--- src/hw/timer_regs.vh ---
// register indices, field positions, reset values and codes of the dual timer
`ifndef TIMER_REGS_VH
`define TIMER_REGS_VH
// register indices; byte address on the bus is four times the index
`define IDX_TIMER_CONTROL 8'h88
`define IDX_TIMER_MODE_SELECT 8'h89
`define IDX_FIRST_COUNT_LOW 8'h8A
`define IDX_SECOND_COUNT_LOW 8'h8B
`define IDX_FIRST_COUNT_HIGH 8'h8C
`define IDX_SECOND_COUNT_HIGH 8'h8D
`define IDX_TIMER_EXTRA_MODE 8'h91
`define IDX_FIRST_RELOAD_LOW 8'hF2
`define IDX_SECOND_RELOAD_LOW 8'hF3
`define IDX_FIRST_RELOAD_HIGH 8'hF4
`define IDX_SECOND_RELOAD_HIGH 8'hF5
`define IDX_EVENT_STATUS 8'hA0
`define IDX_EVENT_CLEAR 8'hA1
`define IDX_EVENT_ENABLE 8'hA2
// timer_control fields
`define CTL_SECOND_OVF 7
`define CTL_SECOND_RUN 6
`define CTL_FIRST_OVF 5
`define CTL_FIRST_RUN 4
`define CTL_SECOND_EDGE 3
`define CTL_SECOND_TYPE 2
`define CTL_FIRST_EDGE 1
`define CTL_FIRST_TYPE 0
// timer_mode_select fields
`define MOD_SECOND_GATE 7
`define MOD_SECOND_CSEL 6
`define MOD_SECOND_MODE_HI 5
`define MOD_SECOND_MODE_LO 4
`define MOD_FIRST_GATE 3
`define MOD_FIRST_CSEL 2
`define MOD_FIRST_MODE_HI 1
`define MOD_FIRST_MODE_LO 0
// timer_extra_mode width fields
`define XM_SECOND_WIDTH_HI 5
`define XM_SECOND_WIDTH_LO 3
`define XM_FIRST_WIDTH_HI 2
`define XM_FIRST_WIDTH_LO 0
// event status bit positions
`define EV_FIRST_OVF 0
`define EV_SECOND_OVF 1
`define EV_FIRST_EDGE 2
`define EV_SECOND_EDGE 3
// reset values
`define RST_TIMER_CONTROL 8'h00
`define RST_TIMER_MODE_SELECT 8'h00
`define RST_TIMER_EXTRA_MODE 8'h24
`define RST_COUNT 8'h00
`define RST_RELOAD 8'h00
// operating modes
`define MODE_VAR 2'h0
`define MODE_AUTO16 2'h1
`define MODE_AUTO8 2'h2
`define MODE_SPLIT 2'h3
`endif

--- src/hw/dual_timer.v ---
// dual timer/counter control, mode logic and apb register file
//
// Added by the designer: the APB slave port.
`timescale 1ns/1ps
`include "timer_regs.vh"

module dual_timer (
  // clock and reset
  input wire CORE_CLK,
  input wire RST_B,
  // apb slave
  input wire PSEL,
  input wire PENABLE,
  input wire PWRITE,
  input wire [11:0] PADDR,
  input wire [31:0] PWDATA,
  output reg PREADY,
  output reg [31:0] PRDATA,
  output reg PSLVERR,
  // external pins
  input wire FIRST_EXT_IRQ_PIN,
  input wire SECOND_EXT_IRQ_PIN,
  input wire FIRST_COUNT_PIN,
  input wire SECOND_COUNT_PIN,
  // interrupt vector acknowledges from the processor
  input wire FIRST_OVF_ACK,
  input wire SECOND_OVF_ACK,
  input wire FIRST_EDGE_ACK,
  input wire SECOND_EDGE_ACK,
  // flags and interrupt
  output reg FIRST_OVERFLOW_FLAG,
  output reg SECOND_OVERFLOW_FLAG,
  output reg FIRST_EDGE_FLAG,
  output reg SECOND_EDGE_FLAG,
  output reg IRQ
);

  ////////////////////////////////////////////////////////////////////////////
  // state

  reg [7:0] ctl_q;
  reg [7:0] mod_q;
  reg [7:0] xmode_q;
  reg [7:0] tl0_q, th0_q, tl1_q, th1_q;
  reg [7:0] rl0_q, rh0_q, rl1_q, rh1_q;
  reg [3:0] status_q;
  reg [3:0] enable_q;
  reg irq0_prev_q, irq1_prev_q, cnt0_prev_q, cnt1_prev_q;
  reg [7:0] ctl_d;
  reg [31:0] rdata;
  reg hit;

  ////////////////////////////////////////////////////////////////////////////
  // one counting step of one timer: returns {overflow, high, low}
  // the same function serves both timers, so the two count alike in modes 00, 01 and 10
  // mode 00: only the lowest wid+1 bits of the low byte count; the rest read 0
  // mode 01: high and low bytes form one 16-bit counter with a 16-bit reload
  // mode 10: low byte counts alone and reloads from the high byte
  // mode 11: low byte counts alone; for the first timer the caller steps the high byte itself
  // limitation: no prescaler here, so a tick is one clock or one pin fall

  function [16:0] step;
    input [1:0] mode;
    input [2:0] wid;
    input tick;
    input [7:0] tl;
    input [7:0] th;
    input [7:0] rl;
    input [7:0] rh;
    reg [7:0] mask;
    begin
      mask = 8'hFF >> (3'h7 - wid);
      step = {1'b0, th, tl};
      if (tick) begin
        case (mode)
          `MODE_VAR: begin
            // only wid+1 low bits take part; upper low bits are cleared
            if ((tl & mask) == mask)
              step = {(th == 8'hFF), th + 8'h01, 8'h00};
            else
              step = {1'b0, th, (tl & mask) + 8'h01};
          end
          `MODE_AUTO16: begin
            if ({th, tl} == 16'hFFFF)
              step = {1'b1, rh, rl};
            else
              step = {1'b0, {th, tl} + 16'h0001};
          end
          `MODE_AUTO8: begin
            if (tl == 8'hFF)
              step = {1'b1, th, th};
            else
              step = {1'b0, th, tl + 8'h01};
          end
          default: begin
            // split: low byte alone, high byte handled by caller
            if (tl == 8'hFF)
              step = {1'b1, th, 8'h00};
            else
              step = {1'b0, th, tl + 8'h01};
          end
        endcase
      end
    end
  endfunction

  ////////////////////////////////////////////////////////////////////////////
  // apb decode; write lands on the edge at which pready is sampled high

  // access is the first cycle of the access phase; done is the answer cycle
  // a registered answer costs one wait state but keeps every output a flop
  // the low two address bits are ignored, so any byte lane reaches the word
  wire access = PSEL & PENABLE & ~PREADY;
  wire done = PSEL & PENABLE & PREADY;
  wire wr = done & PWRITE;
  wire [9:0] index = PADDR[11:2];
  // control write strobe as a plain net, so the combinational block sees it change
  wire ctl_wr = wr & (index == {2'h0, `IDX_TIMER_CONTROL});

  function wsel;
    input [7:0] idx;
    begin
      wsel = wr & (index == {2'h0, idx});
    end
  endfunction

  ////////////////////////////////////////////////////////////////////////////
  // count enables
  // a timer ticks when it runs, its gate is open and its source has an event; the second timer never ticks in mode 11
  // the count pins are taken as synchronous; a stray fall from reset is
  // avoided because the stored sample starts low and a fall needs a high first

  wire [1:0] mode0 = mod_q[`MOD_FIRST_MODE_HI:`MOD_FIRST_MODE_LO];
  wire [1:0] mode1 = mod_q[`MOD_SECOND_MODE_HI:`MOD_SECOND_MODE_LO];
  wire run0 = ctl_q[`CTL_FIRST_RUN];
  wire run1 = ctl_q[`CTL_SECOND_RUN];
  // pins are synchronous; one stored sample gives the falling edge
  wire cnt0_fall = cnt0_prev_q & ~FIRST_COUNT_PIN;
  wire cnt1_fall = cnt1_prev_q & ~SECOND_COUNT_PIN;
  wire first_pin_gating_ok = ~mod_q[`MOD_FIRST_GATE] | FIRST_EXT_IRQ_PIN;
  wire second_pin_gating_ok = ~mod_q[`MOD_SECOND_GATE] | SECOND_EXT_IRQ_PIN;
  wire src0 = mod_q[`MOD_FIRST_CSEL] ? cnt0_fall : 1'b1;
  wire src1 = mod_q[`MOD_SECOND_CSEL] ? cnt1_fall : 1'b1;
  wire tick0 = run0 & first_pin_gating_ok & src0;
  // second timer halts completely in its mode 11
  wire tick1 = run1 & second_pin_gating_ok & src1 & (mode1 != `MODE_SPLIT);
  wire split = (mode0 == `MODE_SPLIT);
  // split high byte is a plain timer on the second run bit
  wire tick_hi = split & run1;

  wire [16:0] s0 = step(mode0, xmode_q[`XM_FIRST_WIDTH_HI:`XM_FIRST_WIDTH_LO],
                        tick0, tl0_q, th0_q, rl0_q, rh0_q);
  wire [16:0] s1 = step(mode1, xmode_q[`XM_SECOND_WIDTH_HI:`XM_SECOND_WIDTH_LO],
                        tick1, tl1_q, th1_q, rl1_q, rh1_q);
  wire hi_ovf = tick_hi & (th0_q == 8'hFF);
  wire [7:0] th0_next = tick_hi ? th0_q + 8'h01 : s0[15:8];
  wire ovf0 = s0[16];
  // in split mode the second flag belongs to the first timer's high byte
  wire ovf1 = split ? hi_ovf : s1[16];

  ////////////////////////////////////////////////////////////////////////////
  // external interrupt detection
  // edge type compares with the stored sample, which resets high like the pin,
  // so releasing reset with the pin idle never reports a false edge
  // level type keeps setting the flag for as long as the pin stays low

  wire edge0_set = ctl_q[`CTL_FIRST_TYPE] ? (irq0_prev_q & ~FIRST_EXT_IRQ_PIN)
                                          : ~FIRST_EXT_IRQ_PIN;
  wire edge1_set = ctl_q[`CTL_SECOND_TYPE] ? (irq1_prev_q & ~SECOND_EXT_IRQ_PIN)
                                           : ~SECOND_EXT_IRQ_PIN;
  wire [3:0] events = {edge1_set, edge0_set, ovf1, ovf0};

  ////////////////////////////////////////////////////////////////////////////
  // next control value: writes load, acks clear, hardware set wins
  // the sets come last on purpose: an event in the same cycle as an ack or a
  // software clear must not be lost, so software may see a flag it just cleared

  always @* begin
    ctl_d = ctl_q;
    if (ctl_wr)
      ctl_d = PWDATA[7:0];
    if (SECOND_OVF_ACK)
      ctl_d[`CTL_SECOND_OVF] = 1'b0;
    if (FIRST_OVF_ACK)
      ctl_d[`CTL_FIRST_OVF] = 1'b0;
    if (SECOND_EDGE_ACK)
      ctl_d[`CTL_SECOND_EDGE] = 1'b0;
    if (FIRST_EDGE_ACK)
      ctl_d[`CTL_FIRST_EDGE] = 1'b0;
    if (ovf1)
      ctl_d[`CTL_SECOND_OVF] = 1'b1;
    if (ovf0)
      ctl_d[`CTL_FIRST_OVF] = 1'b1;
    if (edge1_set)
      ctl_d[`CTL_SECOND_EDGE] = 1'b1;
    if (edge0_set)
      ctl_d[`CTL_FIRST_EDGE] = 1'b1;
  end

  ////////////////////////////////////////////////////////////////////////////
  // read mux; unmapped index answers with an error and zero data

  always @* begin
    rdata = 32'h00000000;
    hit = 1'b1;
    case (index)
      {2'h0, `IDX_TIMER_CONTROL}: rdata[7:0] = ctl_q;
      {2'h0, `IDX_TIMER_MODE_SELECT}: rdata[7:0] = mod_q;
      {2'h0, `IDX_FIRST_COUNT_LOW}: rdata[7:0] = tl0_q;
      {2'h0, `IDX_SECOND_COUNT_LOW}: rdata[7:0] = tl1_q;
      {2'h0, `IDX_FIRST_COUNT_HIGH}: rdata[7:0] = th0_q;
      {2'h0, `IDX_SECOND_COUNT_HIGH}: rdata[7:0] = th1_q;
      {2'h0, `IDX_TIMER_EXTRA_MODE}: rdata[7:0] = xmode_q;
      {2'h0, `IDX_FIRST_RELOAD_LOW}: rdata[7:0] = rl0_q;
      {2'h0, `IDX_SECOND_RELOAD_LOW}: rdata[7:0] = rl1_q;
      {2'h0, `IDX_FIRST_RELOAD_HIGH}: rdata[7:0] = rh0_q;
      {2'h0, `IDX_SECOND_RELOAD_HIGH}: rdata[7:0] = rh1_q;
      {2'h0, `IDX_EVENT_STATUS}: rdata[3:0] = status_q;
      {2'h0, `IDX_EVENT_CLEAR}: rdata[3:0] = 4'h0; // write-only
      {2'h0, `IDX_EVENT_ENABLE}: rdata[3:0] = enable_q;
      default: hit = 1'b0;
    endcase
  end

  ////////////////////////////////////////////////////////////////////////////
  // bus response: one wait state, all outputs registered
  // read data is latched in the access cycle and is zero outside the answer
  // an unmapped index answers with an error and leaves every register alone

  always @(posedge CORE_CLK) begin
    if (!RST_B) begin
      PREADY <= 1'b0;
      PRDATA <= 32'h00000000;
      PSLVERR <= 1'b0;
    end else begin
      PREADY <= access;
      PRDATA <= access ? rdata : 32'h00000000;
      PSLVERR <= access & ~hit;
    end
  end

  ////////////////////////////////////////////////////////////////////////////
  // control, mode and interrupt registers

  always @(posedge CORE_CLK) begin
    if (!RST_B) begin
      ctl_q <= `RST_TIMER_CONTROL;
      mod_q <= `RST_TIMER_MODE_SELECT;
      xmode_q <= `RST_TIMER_EXTRA_MODE;
      status_q <= 4'h0;
      enable_q <= 4'h0;
      IRQ <= 1'b0;
      irq0_prev_q <= 1'b1;
      irq1_prev_q <= 1'b1;
      cnt0_prev_q <= 1'b0;
      cnt1_prev_q <= 1'b0;
    end else begin
      ctl_q <= ctl_d;
      if (wsel(`IDX_TIMER_MODE_SELECT))
        mod_q <= PWDATA[7:0];
      if (wsel(`IDX_TIMER_EXTRA_MODE))
        xmode_q <= PWDATA[7:0];
      if (wsel(`IDX_EVENT_ENABLE))
        enable_q <= PWDATA[3:0];
      // clear by write of ones; a same-cycle event keeps its bit
      status_q <= (status_q & ~(wsel(`IDX_EVENT_CLEAR) ? PWDATA[3:0] : 4'h0)) | events;
      // one cycle late on purpose so the pin is a flop
      IRQ <= |(status_q & enable_q);
      irq0_prev_q <= FIRST_EXT_IRQ_PIN;
      irq1_prev_q <= SECOND_EXT_IRQ_PIN;
      cnt0_prev_q <= FIRST_COUNT_PIN;
      cnt1_prev_q <= SECOND_COUNT_PIN;
    end
  end

  ////////////////////////////////////////////////////////////////////////////
  // flag outputs mirror the control register flops

  always @(posedge CORE_CLK) begin
    if (!RST_B) begin
      FIRST_OVERFLOW_FLAG <= 1'b0;
      SECOND_OVERFLOW_FLAG <= 1'b0;
      FIRST_EDGE_FLAG <= 1'b0;
      SECOND_EDGE_FLAG <= 1'b0;
    end else begin
      FIRST_OVERFLOW_FLAG <= ctl_d[`CTL_FIRST_OVF];
      SECOND_OVERFLOW_FLAG <= ctl_d[`CTL_SECOND_OVF];
      FIRST_EDGE_FLAG <= ctl_d[`CTL_FIRST_EDGE];
      SECOND_EDGE_FLAG <= ctl_d[`CTL_SECOND_EDGE];
    end
  end

  ////////////////////////////////////////////////////////////////////////////
  // count and reload bytes; a software write beats a count in that cycle
  // in split mode the first high byte follows the second run bit instead
  // of the first timer's step, which leaves that byte untouched there
  // reload bytes keep their value in every mode and can serve as storage

  always @(posedge CORE_CLK) begin
    if (!RST_B) begin
      tl0_q <= `RST_COUNT;
      th0_q <= `RST_COUNT;
      tl1_q <= `RST_COUNT;
      th1_q <= `RST_COUNT;
      rl0_q <= `RST_RELOAD;
      rh0_q <= `RST_RELOAD;
      rl1_q <= `RST_RELOAD;
      rh1_q <= `RST_RELOAD;
    end else begin
      tl0_q <= wsel(`IDX_FIRST_COUNT_LOW) ? PWDATA[7:0] : s0[7:0];
      th0_q <= wsel(`IDX_FIRST_COUNT_HIGH) ? PWDATA[7:0] : th0_next;
      tl1_q <= wsel(`IDX_SECOND_COUNT_LOW) ? PWDATA[7:0] : s1[7:0];
      th1_q <= wsel(`IDX_SECOND_COUNT_HIGH) ? PWDATA[7:0] : s1[15:8];
      // reload bytes are only read by the timer in mode 01
      if (wsel(`IDX_FIRST_RELOAD_LOW))
        rl0_q <= PWDATA[7:0];
      if (wsel(`IDX_FIRST_RELOAD_HIGH))
        rh0_q <= PWDATA[7:0];
      if (wsel(`IDX_SECOND_RELOAD_LOW))
        rl1_q <= PWDATA[7:0];
      if (wsel(`IDX_SECOND_RELOAD_HIGH))
        rh1_q <= PWDATA[7:0];
    end
  end

endmodule

--- config.mk ---
export PLATFORM = sky130hd
export DESIGN_NAME = dual_timer
export DESIGN_NICKNAME = d
export VERILOG_FILES = /design/src/hw/dual_timer.v
export VERILOG_INCLUDE_DIRS = /design/src /design/src/hw
export SDC_FILE = /design/constraint.sdc
export NUM_CORES = 1
export LEC_CHECK = 0
export ABC_AREA = 1
export BUFFER_PORTS_ARGS = -buffer_cell sky130_fd_sc_hd__buf_2
export CORE_MARGIN = 2
export CORE_UTILIZATION = 61
export CTS_BUF_LIST = sky130_fd_sc_hd__clkbuf_8
export CTS_CLUSTER_DIAMETER = 150
export CTS_CLUSTER_SIZE = 25
export DETAILED_ROUTE_END_ITERATION = 8
export GPL_TIMING_DRIVEN = 0
export HOLD_SLACK_MARGIN = 0.02
export PLACE_DENSITY = 0.87
export REMOVE_ABC_BUFFERS = 1
export SETUP_SLACK_MARGIN = 0.1
export SLEW_MARGIN = 5
export SYNTH_ARGS = -nofsm -noshare
export SYNTH_HDL_FRONTEND = slang
export SYNTH_SLANG_ARGS = --single-unit
--- constraint.sdc ---
create_clock -name CORE_CLK -period 2.4 [get_ports CORE_CLK]
set_clock_uncertainty 0.1 [all_clocks]
set_input_delay 0.12 -clock CORE_CLK [delete_from_list [all_inputs] [get_ports CORE_CLK]]
set_output_delay 0.12 -clock CORE_CLK [all_outputs]
set_load 0.1 [all_outputs]
==> results_dict.tcl <==
set metrics [dict create \
    status "finished clean" \
    met3_usage 0.130 \
    mostFrequentLayoutCells "285 x nand2_1, 174 x inv_1, 121 x nor2_1, 119 x a21oi_1, 104 x o21ai_0" \
    hp-start "PWDATA[4]" \
    syn_to_final_growth_pct 7.83 \
    synth_edf_count 0 \
    htree_levels 3 \
    ys_seq_area_frac 0.273 \
    drive_gt1_frac 0.129 \
    hold_class "primary input to flop" \
    cts_tree "done" \
    port_buffers 45 \
    core_mm2 0.0131 \
    grt_pass1_wl_um 45100 \
    core.rowCount 42 \
    dp_hpwl_um 22200 \
    async_flop_share 0 \
    p_leak_nw 3.83 \
    start_util 0.619 \
    endpoint_kind "flop" \
    io_pins 96 \
    cts_buffers 9 \
    synthCells 1318 \
    worstPathRequired_ps 2650 \
    drc 0 \
    drt-total-wl_um 29800 \
    min_period_ps 2220 \
    cp-start-kind "flop" \
    grtUsageMet2 0.563 \
    slew_headroom 0.384 \
    drt_iter0_drc 1416 \
    fillerInstances 1275 \
    ir_drop_mv 0.495 \
    place_inst 1504 \
    antenna_found_initial 0 \
    drv_cap 0 \
    fmax_mhz 451 \
    max_slew.worst_pin.slew_ps 920 \
    setup.worst_path.class "flop to flop" \
    post_drt_wl_per_cell_um 19.3 \
    cts_root_buffer "clkbuf_8" \
    ys_types 49 \
    syn_avg_cell_area_um2 6.17 \
    clk_pin_slew_worst_paths_ps 120 \
    setup_viol 0 \
    grt_use_total 0.412 \
    die_y_um 119 \
    netlist_area_mm2 0.00813 \
    grt.busiest_layer "met1" \
    critical_path.startpoint "tl1_q[0]" \
    p_per_area_mw_per_mm2 392 \
    period_share 0.924 \
    grt_start_max_net_pins 74 \
    grt_pass1_vias 7998 \
    utilization 0.668 \
    slew_violations 0 \
    cp_max_fo 11 \
    clock_sinks 111 \
    dieArea_mm2 0.0143 \
    ys_ff_latch 111 \
    cp.arrival_ps 2470 \
    via_per_inst 6.03 \
    vias 9317 \
    yosys_most_used_dff "dfxtp_1" \
    clockBufferDepth 2 \
    grt_setup_unrepaired "false" \
    layout_commonest_cell "nand2_1" \
    yosys_warnings 0 \
    final_cells 1544 \
    ant_nets 0 \
    use_met1 0.598 \
    clk_latency_ps 410 \
    nets 1426 \
    r2r-start "tl1_q[0]" \
    gr-total-overflow 0 \
    first_pass_iters 9 \
    finalHoldViolCount 0 \
    die_x_um 119 \
    gp_congestion 1.03 \
    diodes 0 \
]
==> synthesized netlist by cell type, types with 2 or more instances <==
library cell / instances / share of area
a21oi_1: 119 / 0.073
a22oi_1: 2 / 0.0018
a31oi_1: 5 / 0.0038
buf_2: 13 / 0.0080
buf_4: 30 / 0.028
clkbuf_1: 14 / 0.0065
dfxtp_1: 111 / 0.27
ha_1: 6 / 0.0092
inv_1: 175 / 0.081
inv_2: 23 / 0.011
nand2_1: 286 / 0.13
nand2_2: 21 / 0.016
nand2_4: 3 / 0.0042
nand3_1: 98 / 0.060
nand3_2: 5 / 0.0062
nand3_4: 3 / 0.0065
nand3b_1: 5 / 0.0046
nand4_1: 18 / 0.014
nor2_1: 123 / 0.057
nor2_2: 11 / 0.0085
nor2_4: 14 / 0.019
nor3_1: 8 / 0.0049
nor3_2: 2 / 0.0025
nor4_1: 7 / 0.0054
o211ai_1: 12 / 0.011
o21ai_0: 104 / 0.064
o21ai_1: 19 / 0.012
o21bai_1: 5 / 0.0046
o221ai_1: 4 / 0.0043
o22ai_1: 30 / 0.023
o31ai_1: 4 / 0.0037
xnor2_1: 3 / 0.0032
xor2_1: 19 / 0.020
==> critical path, stage by stage (launching register included) <==
cell and delay, ps:
dfxtp_2 420, ha_1 220, nand2_1 110, nor2_4 210, nand2_4 140, inv_2 150
nand2_4 120, inv_4 130, nand2_1 60, nand2_1 60, nand2_1 50, nand2_1 140
nand2_1 70, nand3_1 60, nand2_1 50, inv_1 60
==> report_power, final <==
part	switching (mW)	internal (mW)	total, mW
registers	0.00624	1.85	1.85
logic	0.353	0.0620	0.415
clock network	0.757	0.409	1.17
total	1.12	2.32	3.44
==> flip-flops by register name (all words and copies together), names as in the netlist, 4 cells and up <==
name      cells
PRDATA        8
ctl_q         8
enable_q      4
mod_q         8
rh0_q         8
rh1_q         8
rl0_q         8
rl1_q         8
status_q      4
th0_q         8
th1_q         8
tl0_q         8
tl1_q         8
xmode_q       8
==> routing by layer <==
| layer | up-vias | share of wire | routed length (um) |
|---|---|---|---|
| li1 | 4372 | - | - |
| met1 | 4152 | 0.41 | 12100 |
| met2 | 702 | 0.39 | 11600 |
| met3 | 91 | 0.16 | 4840 |
| met4 | 0 | 0.042 | 1270 |
| met5 | - | 0 | 0 |
==> timing repair <==
action / 4_1_cts / 5_1_grt
gates cloned: 1 / 0
pin swaps: 1 / 2
gates resized for setup: 6 / 16
endpoints found under the hold margin: 17 / 0
buffers inserted: 3 / 7
setup endpoints to repair: 33 / 30
hold buffers: 13 / 0
==> area by class of cell <==
cell class / count / area [um2] / share of cell area
clock buffer: 9 / 124 / 0.0141
clock inverter: 7 / 71.3 / 0.00813
inverter: 200 / 757 / 0.0863
multi-input combinational: 972 / 4920 / 0.561
sequential: 111 / 2240 / 0.256
tap: 176 / 220 / 0.0251
timing repair buffer: 68 / 433 / 0.0494
timing repair inverter: 1 / 5.00 / 0.000571
==> cell families (layout without fill, tap and decap cells) <==
| kind of cell | Yosys count | after routing | synth area share |
|---|---|---|---|
| simple gates | 609 | 609 | 0.348 |
| compound gates | 311 | 311 | 0.209 |
| buf+inv | 258 | 285 | 0.136 |
| flops | 111 | 111 | 0.273 |
| xor+xnor | 22 | 22 | 0.0237 |
| fa+ha+maj | 6 | 6 | 0.00923 |
| other cells | 1 | 24 | 0.000461 |
==> worst paths after layout <==
path / end / slack, ps / cells past startpoint
setup / recovery: th1_q[0] / 180 / 15
hold / removal: ctl_q[4] / 40 / 3
setup reg to reg: th1_q[0] / 180 / 15
hold reg to reg: xmode_q[6] / 370 / 2
==> metrics by stage <==
| stage | TNS (ps) | cell area (um2) | hold WS [ps] | power, mW | setup WS [ps] |
|---|---|---|---|---|---|
| after floorplan | -241 | 7870 | 88.7 | 2.17 | -114 |
| after global placement | -8640 | 8310 | 212 | 2.27 | -1110 |
| after detailed placement | -8070 | 8310 | 217 | 2.28 | -1040 |
| after CTS | 0 | 8680 | 32.0 | 3.41 | 73.4 |
| after global routing | 0 | 8770 | 68.5 | 3.52 | 87.8 |
| final | 0 | 8770 | 44.5 | 3.44 | 183 |
Note: power is estimated with default switching activity, not from simulation.
